==> config.mk <==
export PLATFORM = sky130hd
export DESIGN_NAME = iufr_seq
export DESIGN_NICKNAME = d
export VERILOG_FILES = /design/src/rtl/iufr_pkg.sv /design/src/rtl/iufr_timer.sv /design/src/rtl/iufr_seq.sv
export SDC_FILE = /design/constraint.sdc
export NUM_CORES = 1
export LEC_CHECK = 0
export BUFFER_PORTS_ARGS = -buffer_cell sky130_fd_sc_hd__buf_2
export CAP_MARGIN = 20
export CELL_PAD_IN_SITES_DETAIL_PLACEMENT = 0
export CELL_PAD_IN_SITES_GLOBAL_PLACEMENT = 1
export CORE_AREA = 2 2 119 121
export CTS_CLUSTER_DIAMETER = 50
export CTS_CLUSTER_SIZE = 10
export DETAILED_ROUTE_END_ITERATION = 8
export DIE_AREA = 0 0 121 123
export GPL_TIMING_DRIVEN = 0
export PLACE_DENSITY = 0.65
export SLEW_MARGIN = 20
export SYNTH_ARGS = -nofsm -noshare
export SYNTH_HDL_FRONTEND = slang
export SYNTH_SLANG_ARGS = --single-unit
==> constraint.sdc <==
create_clock -name mclk -period 2.45 [get_ports mclk]
set_input_delay 0.245 -clock mclk [delete_from_list [all_inputs] [get_ports mclk]]
set_output_delay 0.245 -clock mclk [all_outputs]
set_load 0.05 [all_outputs]
==> src/rtl/iufr_pkg.sv <==
// Package for the input undervoltage fault response sequencer
package iufr_pkg;
    localparam int CLK_MHZ = 250;
    localparam logic [7:0] ACTION_OFFSET = 8'h5A;
    localparam logic [7:0] THRESHOLD_OFFSET = 8'h59;
    localparam logic [7:0] ACTION_RESET = 8'h00;
    localparam logic [15:0] THRESHOLD_RESET = 16'h0000;
    localparam int MODE_HI = 7;
    localparam int MODE_LO = 6;
    localparam int RETRY_HI = 5;
    localparam int RETRY_LO = 3;
    localparam int DELAY_HI = 2;
    localparam int DELAY_LO = 0;
    localparam logic [2:0] RETRY_INFINITE = 3'h7;
    localparam int SHUTDOWN_MS_BASE = 10;
    localparam int RESTART_MS_BASE = 252;
    localparam int RESTART_MS_STEP = 336;
    localparam int CYC_PER_MS = CLK_MHZ * 1000;
    localparam int TIMER_W = 30;

    typedef enum logic [1:0] {
        IUFR_IGNORE = 2'h0,
        IUFR_RIDE = 2'h1,
        IUFR_SHUT = 2'h2,
        IUFR_HOLD = 2'h3
    } iufr_mode_type;

    typedef struct packed {
        iufr_mode_type mode;
        logic [2:0] retries;
        logic [2:0] delay;
    } iufr_action_type;

    typedef struct packed {
        logic wr_en;
        logic [7:0] addr;
        logic [15:0] wdata;
    } iufr_reg_wr_type;
endpackage : iufr_pkg

==> src/rtl/iufr_timer.sv <==
// Down-counting clock-cycle timer with a load strobe and a done flag
module iufr_timer (
    input wire logic mclk,
    input wire logic rst,
    input wire logic load,
    input wire logic [iufr_pkg::TIMER_W-1:0] cycles,
    output logic done
);
    logic [iufr_pkg::TIMER_W-1:0] count_r;

    always_ff @(posedge mclk or posedge rst) begin
        if (rst) begin
            count_r <= '0;
        end else if (load) begin
            count_r <= cycles;
        end else if (count_r != '0) begin
            count_r <= count_r - 1'b1;
        end
    end

    assign done = (count_r == '0) && !load;
endmodule : iufr_timer

==> src/rtl/iufr_seq.sv <==
// Input undervoltage fault response sequencer with its two registers
// Behaviour
// - Bits 7:6 pick the response, and 00 ignores the undervoltage fault.
// - Response 01 keeps running for the shutdown delay, then shuts down and retries.
// - Response 10 shuts down at once, disables the output and retries.
// - Response 11 holds the output off while the fault lasts and restores it after.
// - Bits 5:3 give zero to six retries, and 111 retries without limit.
// - Bits 2:0 give a shutdown delay of 10 ms doubled per code up to 1280 ms.
// - Bits 2:0 give a restart spacing of 252 ms plus 336 ms per code up to 2604 ms.
// - With retries used up and the fault present the output stays off until reset.
// - A fault is a measured input voltage below the threshold at register 0x59.
module iufr_seq (
    input wire logic mclk,
    input wire logic rst,
    input iufr_pkg::iufr_reg_wr_type reg_wr,
    input wire logic [7:0] reg_raddr,
    output logic [15:0] reg_rdata,
    input wire logic [15:0] vin_meas,
    output logic output_enable,
    output logic uv_fault,
    output logic latched_off
);
    typedef enum logic [2:0] {
        S_RUN,
        S_DELAY,
        S_OFF,
        S_WAIT_RESTART,
        S_HOLD,
        S_LATCHED
    } iufr_state_type;

    // Registers and sequencer state
    iufr_pkg::iufr_action_type action_r;
    logic [15:0] threshold_r;
    iufr_state_type state_r;
    logic [2:0] retry_used_r;
    logic wr_action;
    logic wr_threshold;

    // Fault and retry status
    logic fault;
    logic retry_limited;
    logic retries_left;

    // Timer interface
    logic tmr_load;
    logic tmr_done;
    logic [iufr_pkg::TIMER_W-1:0] tmr_cycles;

    // Delay tables
    logic [iufr_pkg::TIMER_W-1:0] shut_table [8];
    logic [iufr_pkg::TIMER_W-1:0] restart_table [8];
    logic [iufr_pkg::TIMER_W-1:0] shut_cycles;
    logic [iufr_pkg::TIMER_W-1:0] restart_cycles;

    // Register file
    assign wr_action = reg_wr.wr_en && (reg_wr.addr == iufr_pkg::ACTION_OFFSET);
    assign wr_threshold = reg_wr.wr_en && (reg_wr.addr == iufr_pkg::THRESHOLD_OFFSET);

    always_ff @(posedge mclk or posedge rst) begin
        if (rst) begin
            action_r <= iufr_pkg::ACTION_RESET;
        end else if (wr_action) begin
            action_r <= reg_wr.wdata[7:0];
        end
    end

    always_ff @(posedge mclk or posedge rst) begin
        if (rst) begin
            threshold_r <= iufr_pkg::THRESHOLD_RESET;
        end else if (wr_threshold) begin
            threshold_r <= reg_wr.wdata;
        end
    end

    // Read data registered one cycle after the address
    always_ff @(posedge mclk or posedge rst) begin
        if (rst) begin
            reg_rdata <= 16'h0000;
        end else begin
            unique case (reg_raddr)
                iufr_pkg::ACTION_OFFSET: reg_rdata <= {8'h00, action_r};
                iufr_pkg::THRESHOLD_OFFSET: reg_rdata <= threshold_r;
                default: reg_rdata <= 16'h0000;
            endcase
        end
    end

    // Fault sensed as a plain unsigned compare
    assign fault = vin_meas < threshold_r;

    // Delay tables in cycles, one entry per code
    for (genvar i = 0; i < 8; i++) begin : g_delay_table
        assign shut_table[i] = iufr_pkg::TIMER_W'(
            (iufr_pkg::SHUTDOWN_MS_BASE << i) * iufr_pkg::CYC_PER_MS);
        assign restart_table[i] = iufr_pkg::TIMER_W'(
            (iufr_pkg::RESTART_MS_BASE + iufr_pkg::RESTART_MS_STEP * i)
            * iufr_pkg::CYC_PER_MS);
    end

    assign shut_cycles = shut_table[action_r.delay];
    assign restart_cycles = restart_table[action_r.delay];

    // Code 111 never runs out of retries
    assign retry_limited = (action_r.retries != iufr_pkg::RETRY_INFINITE);
    assign retries_left = !retry_limited || (retry_used_r < action_r.retries);

    always_comb begin
        tmr_load = 1'b0;
        tmr_cycles = shut_cycles;
        unique case (state_r)
            S_RUN: begin
                tmr_load = fault && (action_r.mode == iufr_pkg::IUFR_RIDE);
            end
            S_OFF: begin
                tmr_load = retries_left;
                tmr_cycles = restart_cycles;
            end
            default: begin
                tmr_load = 1'b0;
            end
        endcase
    end

    // Shared timer for both delays
    iufr_timer u_timer (
        .mclk(mclk),
        .rst(rst),
        .load(tmr_load),
        .cycles(tmr_cycles),
        .done(tmr_done)
    );

    // Fault sequencing
    always_ff @(posedge mclk or posedge rst) begin
        if (rst) begin
            state_r <= S_RUN;
        end else begin
            unique case (state_r)
                S_RUN: begin
                    if (fault) begin
                        unique case (action_r.mode)
                            iufr_pkg::IUFR_IGNORE: state_r <= S_RUN;
                            iufr_pkg::IUFR_RIDE: state_r <= S_DELAY;
                            iufr_pkg::IUFR_SHUT: state_r <= S_OFF;
                            iufr_pkg::IUFR_HOLD: state_r <= S_HOLD;
                        endcase
                    end
                end
                S_DELAY: begin
                    // Mode rewritten mid-delay takes over at once
                    if (!fault) begin
                        state_r <= S_RUN;
                    end else if (action_r.mode == iufr_pkg::IUFR_IGNORE) begin
                        state_r <= S_RUN;
                    end else if (action_r.mode == iufr_pkg::IUFR_SHUT) begin
                        state_r <= S_OFF;
                    end else if (action_r.mode == iufr_pkg::IUFR_HOLD) begin
                        state_r <= S_HOLD;
                    end else if (tmr_done) begin
                        state_r <= S_OFF;
                    end
                end
                S_OFF: begin
                    // Out of retries latches off until reset
                    state_r <= retries_left ? S_WAIT_RESTART : S_LATCHED;
                end
                S_WAIT_RESTART: begin
                    if (tmr_done) begin
                        state_r <= S_RUN;
                    end
                end
                S_HOLD: begin
                    if (!fault) begin
                        state_r <= S_RUN;
                    end
                end
                S_LATCHED: state_r <= S_LATCHED;
                default: state_r <= S_RUN;
            endcase
        end
    end

    // Retries counted until the output runs a full clean cycle
    always_ff @(posedge mclk or posedge rst) begin
        if (rst) begin
            retry_used_r <= 3'h0;
        end else if (state_r == S_OFF && retries_left && retry_limited) begin
            // Unlimited retries leave the count alone
            retry_used_r <= retry_used_r + 3'h1;
        end else if (state_r == S_RUN && !fault) begin
            retry_used_r <= 3'h0;
        end
    end

    // Output runs in normal operation and during the ride-through delay
    always_ff @(posedge mclk or posedge rst) begin
        if (rst) begin
            output_enable <= 1'b0;
        end else begin
            output_enable <= (state_r == S_RUN) || (state_r == S_DELAY);
        end
    end

    always_ff @(posedge mclk or posedge rst) begin
        if (rst) begin
            uv_fault <= 1'b0;
        end else begin
            uv_fault <= fault;
        end
    end

    always_ff @(posedge mclk or posedge rst) begin
        if (rst) begin
            latched_off <= 1'b0;
        end else begin
            latched_off <= (state_r == S_LATCHED);
        end
    end
endmodule : iufr_seq

After elaboration in Yosys (flattened, before gate mapping)

Memory sizes are Yosys's and may differ from the RTL's.
Index checks and enable logic that the tools add are counted.

$add $sub $neg: 2
Multiply operators: 0
Divide/modulo/power cells: 0
Order comparisons: 3
Equality and inequality tests: 17
Shifts and indexed selects: 0
Multiplexer cells: 22
Bitwise logic cells: 1
Reductions and logical operators: 19

Operators by type and width:

| cell                                                                   | number |
|---|---|
| 30-bit 2-to-1 mux                                                      | 7 |
| 3-bit 2-to-1 mux                                                       | 11 |
| 8-bit by 7-bit equality test with 1-bit output (second input constant) | 4 |
| 16-bit case mux with 2 select lines                                    | 1 |
| 30-bit logical NOT                                                     | 1 |
| 30-bit nonzero test                                                    | 1 |
| 30-bit by 1-bit subtractor with 30-bit output (second input constant)  | 1 |
| 3-bit case mux with 6 select lines                                     | 1 |
| 16-bit less-than comparator                                            | 1 |
| 3-bit case mux with 4 select lines                                     | 1 |
| 1-bit logical AND                                                      | 7 |
| 3-bit by 2-bit equality test with 1-bit output (second input constant) | 2 |
| 3-bit equality test (second input constant)                            | 2 |
| 2-bit inequality test (second input constant)                          | 3 |
| 6-bit inequality test (second input constant)                          | 1 |
| 2-bit equality test (second input constant)                            | 2 |
| 4-bit greater-or-equal comparator (second input constant)              | 1 |
| 3-bit NOT with 4-bit output                                            | 1 |
| 4-bit AND reduction                                                    | 1 |
| 2-bit nonzero test                                                     | 2 |
| 3-bit by 1-bit adder with 3-bit output (second input constant)         | 1 |
| 3-bit by 1-bit equality test with 1-bit output (second input constant) | 1 |
| 1-bit logical NOT                                                      | 3 |
| 3-bit logical NOT                                                      | 1 |
| other kinds (6)                                                        | 7 |

Flip-flop bits (word level): 79
Bits in latches: 0
RAM bits: 0
ROM bits: 480
Output and inout bits: 19
Memories: 2

Memories:

| name            | words | bits a word | rd ports | clocked after Yosys merged registers in | wr ports | line            | text |
|---|---|---|---|---|---|---|---|
| (no name shown) | 8     | 30          | 1        | 0                                       | 0        | iufr_seq.sv:102 | `assign restart_cycles = restart_table[action_r.delay];` |
| (no name shown) | 8     | 30          | 1        | 0                                       | 0        | iufr_seq.sv:101 | `assign shut_cycles = shut_table[action_r.delay];` |

Longest topological paths before layout

Word-level depth: 12
Gate-level depth with buffers: 10

Hierarchy

A second synthesis with hierarchy kept.

Cell total of the unflattened synthesis: 525
Area total of the unflattened synthesis: 4,720.8 µm²

Modules (own cells, without submodules):

| module     | times used | cells an instance | area each (µm²) | seq. area each (µm²) |
|---|---|---|---|---|
| iufr_seq   | 1          | 324               | 2,966.6         | 1,226.2 |
| iufr_timer | 1          | 201               | 1,754.2         | 750.7 |

Worst setup path after synthesis

Ideal clock, no wire load.

Kind: reg-to-reg
Start: register threshold_r[15]
End: register u_timer.count_r[23] in the netlist's numbering
Setup time: 0.131 ns
Arrival time: 2.317 ns
Data required time: 2.319 ns
Slack: 0.003 ns
Cell stages (with the launch flop): 11
Clock period less this slack: 2.447 ns
Cells stage by stage: dfrtp_1 inv_1 ha_1 nand4_1 or3_1 nor4_1 nor3_1 a31o_2 buf_4 buf_2 mux2i_1

Word-level cells in the longest chain between the ends: 4

Ends and longest elaborated chain:

| item                                                    | line             | text |
|---|---|---|
| start, declared                                         | iufr_seq.sv:34   | `logic [15:0] threshold_r;` |
| start signal, assigned                                  | iufr_seq.sv:70   | `threshold_r <= iufr_pkg::THRESHOLD_RESET;` |
| start signal, assigned                                  | iufr_seq.sv:72   | `threshold_r <= reg_wr.wdata;` |
| 16-bit less-than comparator *                           | iufr_seq.sv:90   | `assign fault = vin_meas < threshold_r;` |
| 1-bit logical AND *                                     | iufr_seq.sv:113  | `tmr_load = fault && (action_r.mode == iufr_pkg::IUFR_RIDE);` |
| 1-bit case mux with 2 select lines *                    | iufr_seq.sv:111  | `unique case (state_r)` |
| 30-bit 2-to-1 mux or 2-bit nonzero test (tied branches) | -                |  |
| end signal, assigned                                    | iufr_timer.sv:15 | `count_r <= cycles;` |
| end signal, assigned                                    | iufr_timer.sv:17 | `count_r <= count_r - 1'b1;` |
| end, declared                                           | iufr_timer.sv:9  | `logic [iufr_pkg::TIMER_W-1:0] count_r;` |

Every way passes the cells marked *; elsewhere a longest branch is shown, timed or not.
A chain may end at the register's enable or synchronous reset.

Worst setup path after layout

Start: register threshold_r[14]
End: register u_timer.count_r[14] in the netlist's numbering

The elaborated chain is that of the path after synthesis.

==> flow_metrics.env <==
export IMPL_status="complete, but fails checks"
export IMPL_violations="setup timing"
export IMPL_finalCritPeriodShare_pct=101
export IMPL_powerDensity_nw_per_um2=527
export IMPL_detail_route_wl_per_cell_um=16.0
export IMPL_synth_edff_count=0
export IMPL_path_cells="inv_2 > ha_1 > nand4_1 > nor3_1 > or4_4 > nor3_4 > a31o_4 > buf_12 > mux2_2"
export IMPL_hold_viol=0
export IMPL_max_cap_violations=0
export IMPL_htreeDepth=3
export IMPL_post_route_min_period_ns=2.46
export IMPL_cts_buffer_depth=2
export IMPL_die_h_um=123
export IMPL_ys_types=59
export IMPL_drcViolationCount=0
export IMPL_coreArea_um2=13600
export IMPL_clock_skew_ns=0.0102
export IMPL_rsz0062_at_grt="yes"
export IMPL_tns_ns=-0.0372
export IMPL_synth_common_cells="79 x dfrtp_1, 57 x nand2_1, 37 x o21ai_0"
export IMPL_syn_nets=579
export IMPL_clock_fmax_mhz=406
export IMPL_clk_latency_ns=0.34
export IMPL_synthCells=498
export IMPL_path_class="flip-flop to flip-flop"
export IMPL_syn_area_um2=4690
export IMPL_cp_arrival_ns=2.69
export IMPL_grt_pass1_wl_um=20000
export IMPL_crit_path_end_kind="flip-flop"
export IMPL_area_growth_pct=30.0
export IMPL_worst_slack_ns=-0.0135
export IMPL_synth_warnings=0
export IMPL_setup_viol_count_final=3
export IMPL_vdd_ir_drop_worst_uv=328
export IMPL_gp_congestion=0.807
export IMPL_critPathBufInv=2
export IMPL_yosysMostFrequentCell="dfrtp_1"
export IMPL_antenna_found_initial=0
export IMPL_fin_nets=682
export IMPL_fin_area_um2=6100
export IMPL_fp_row_count=43
export IMPL_grt_use_total_pct=17.4
export IMPL_first_pass_iters=4
export IMPL_path_depth=9
export IMPL_cpMaxStageDelayCell="or4_4"
export IMPL_cts_tree="built"
export IMPL_io_pins=70
export IMPL_cts_clk_slew_worst_paths_ns=0.06
export IMPL_cts_made_buffers=9
export IMPL_ys_seq_area_share_pct=42.1
export IMPL_ys_flop_type="dfrtp_1"
export IMPL_synth_top_area_cell="dfrtp_1"
export IMPL_slew_headroom_pct=44.3
export IMPL_die_area_um2=14900
export IMPL_start_util_pct=34.5
export IMPL_layout_drive_gt1_share_pct=27.1
export IMPL_min_path_cells=3
export IMPL_synth_top_area_share_pct=42.1
export IMPL_post_dp_cell_area_um2=5300
export IMPL_fillCellCount=1290
export IMPL_dp_hpwl_um=9110
export IMPL_dp_slack_ns=-0.593
export IMPL_maxSlewViolCount=0
export IMPL_cts_root_buf="clkbuf_16"
export IMPL_r2r_cells=9
export IMPL_grt_pass1_vias=3935
export IMPL_drt_iter0_drc=191
export IMPL_crit_required_ns=2.67
export IMPL_port_buffers=69
export IMPL_startpoint_type="flip-flop"
export IMPL_yosys_top_cells_area="dfrtp_1 42%, ha_1 8.0%, mux2i_1 6.0%"
export IMPL_grt_ovfl_total=0
export IMPL_fin_total_pwr_w=0.00321
export IMPL_diodes=0
export IMPL_worstPathMaxFanout=8
export IMPL_totalWireLength_um=12500
export IMPL_slowest_delay_ns=0.53
export IMPL_grt_max_degree=45
export IMPL_avgSynthCellArea_um2=9.42
export IMPL_worstMarginPinSlew_ns=0.834
export IMPL_synthArstFlopShare_pct=100
export IMPL_via_count=4030
export IMPL_leakagePower_nw=2.74
export IMPL_ant_nets=0
export IMPL_ys_ff_latch=79
export IMPL_via_per_inst=5.13
export IMPL_clock_sinks=79
export IMPL_cpLargestDelayFamily="simple AND/OR/NAND/NOR gates"
export IMPL_fp_dieW_um=121
export IMPL_worstHoldPathType="primary input to flip-flop"
==> worst min-delay path, delay by kind of cell <==
kind	cells	cell delay [ns]
AO/OA/AOI/OAI	1	0.06
buffers and inverters	1	0.07
AND/OR/NAND/NOR	1	0.03
==> area by class of cell <==
| cell class | instances | area, um2 | area share [%] |
|---|---|---|---|
| multi-input cells | 367 | 2720 | 44.7 |
| flip-flops and latches | 79 | 1980 | 32.4 |
| repair buffers | 92 | 578 | 9.48 |
| clock buffers | 9 | 225 | 3.69 |
| well taps | 180 | 225 | 3.69 |
| plain buffers | 23 | 161 | 2.65 |
| inverters | 29 | 111 | 1.83 |
| clock inverters | 7 | 96.3 | 1.58 |
==> where the power goes <==
part           switching [W]  leakage, nW  internal [W]  total (W)
clock               0.000569        0.148      0.000894    0.00146
sequential         0.0000248        0.851       0.00134    0.00136
combinational       0.000227         1.75      0.000160   0.000387
total               0.000821         2.74       0.00239    0.00321
==> through the flow <==
step	hold WS, ns	instances	utilization, %
final	0.111	786	44.8
after global routing	0.118	786	44.8
after CTS	0.0932	774	43.3
after detailed placement	0.313	748	38.9
after global placement	0.453	747	38.7
after floorplan	0.362	498	-
==> timing repair <==
item                                    4_1_cts  5_1_grt
resized for setup                            40       21
gates cloned                                  0        1
endpoints found under the hold margin        35        0
pin swaps                                     7        6
hold buffers                                  1        0
endpoints found under the setup margin       37       31
setup buffers                                 9       11
==> routing by layer <==
| metal | vias to the layer above | share of wire [%] | global-route usage [%] | wire length, um |
|---|---|---|---|---|
| li1 | 1970 | - | - | - |
| met1 | 1950 | 46 | 22.7 | 5750 |
| met2 | 101 | 48 | 28.5 | 6020 |
| met3 | 9 | 5.2 | 3.55 | 657 |
| met4 | 0 | 0.96 | 6.98 | 120 |
| met5 | - | 0 | 0 | 0 |
==> cell families (layout without fill, tap and decap cells) <==
group,after synthesis,count (layout),synth area share [%]
flip-flops,79,79,42.1
XOR/XNOR,23,23,4.29
AO/OA/AOI/OAI,91,91,12.2
buffers and inverters,52,160,4.51
AND/OR/NAND/NOR,188,188,20.9
multiplexers,35,35,7.90
adder cells (fa/ha/maj),30,30,8.00
==> sequential cells by signal (all words and copies together) (netlist names) <==
register and count:
u_timer.count_r 30, reg_rdata 16, threshold_r 16, action_r 8
retry_used_r 3, state_r 3, latched_off 1, output_enable 1
uv_fault 1
==> final timing paths <==
kind	end	start	slack (ns)
min in group asynchronous	reg_rdata[11]$_DFF_PP0_	rst	0.50
max	u_timer.count_r[14]$_DFFE_PP0N_	threshold_r[14]$_DFFE_PP0P_	-0.01
min reg2reg	reg_rdata[9]$_DFF_PP0_	threshold_r[9]$_DFFE_PP0P_	0.48
min	threshold_r[8]$_DFFE_PP0P_	reg_wr[8]	0.11
max reg2reg	u_timer.count_r[14]$_DFFE_PP0N_	threshold_r[14]$_DFFE_PP0P_	-0.01
max in group asynchronous	u_timer.count_r[3]$_DFFE_PP0N_	rst	1.35
==> cell usage in the layout, fill, tap and decap left out, drive strengths merged, types with 11 or more instances in the layout <==
master | synthesis | routed
or3 | 11 | 11
xnor2 | 11 | 11
a21oi | 18 | 18
clkbuf | 15 | 24
nand3 | 11 | 11
nand2 | 57 | 57
nor2 | 29 | 29
inv | 28 | 29
buf | 8 | 99
nor3 | 27 | 27
mux2i | 28 | 28
dfrtp | 79 | 79
o21ai | 37 | 37
xor2 | 12 | 12
ha | 30 | 30
No activity file was read; power rests on OpenSTA's default activity.
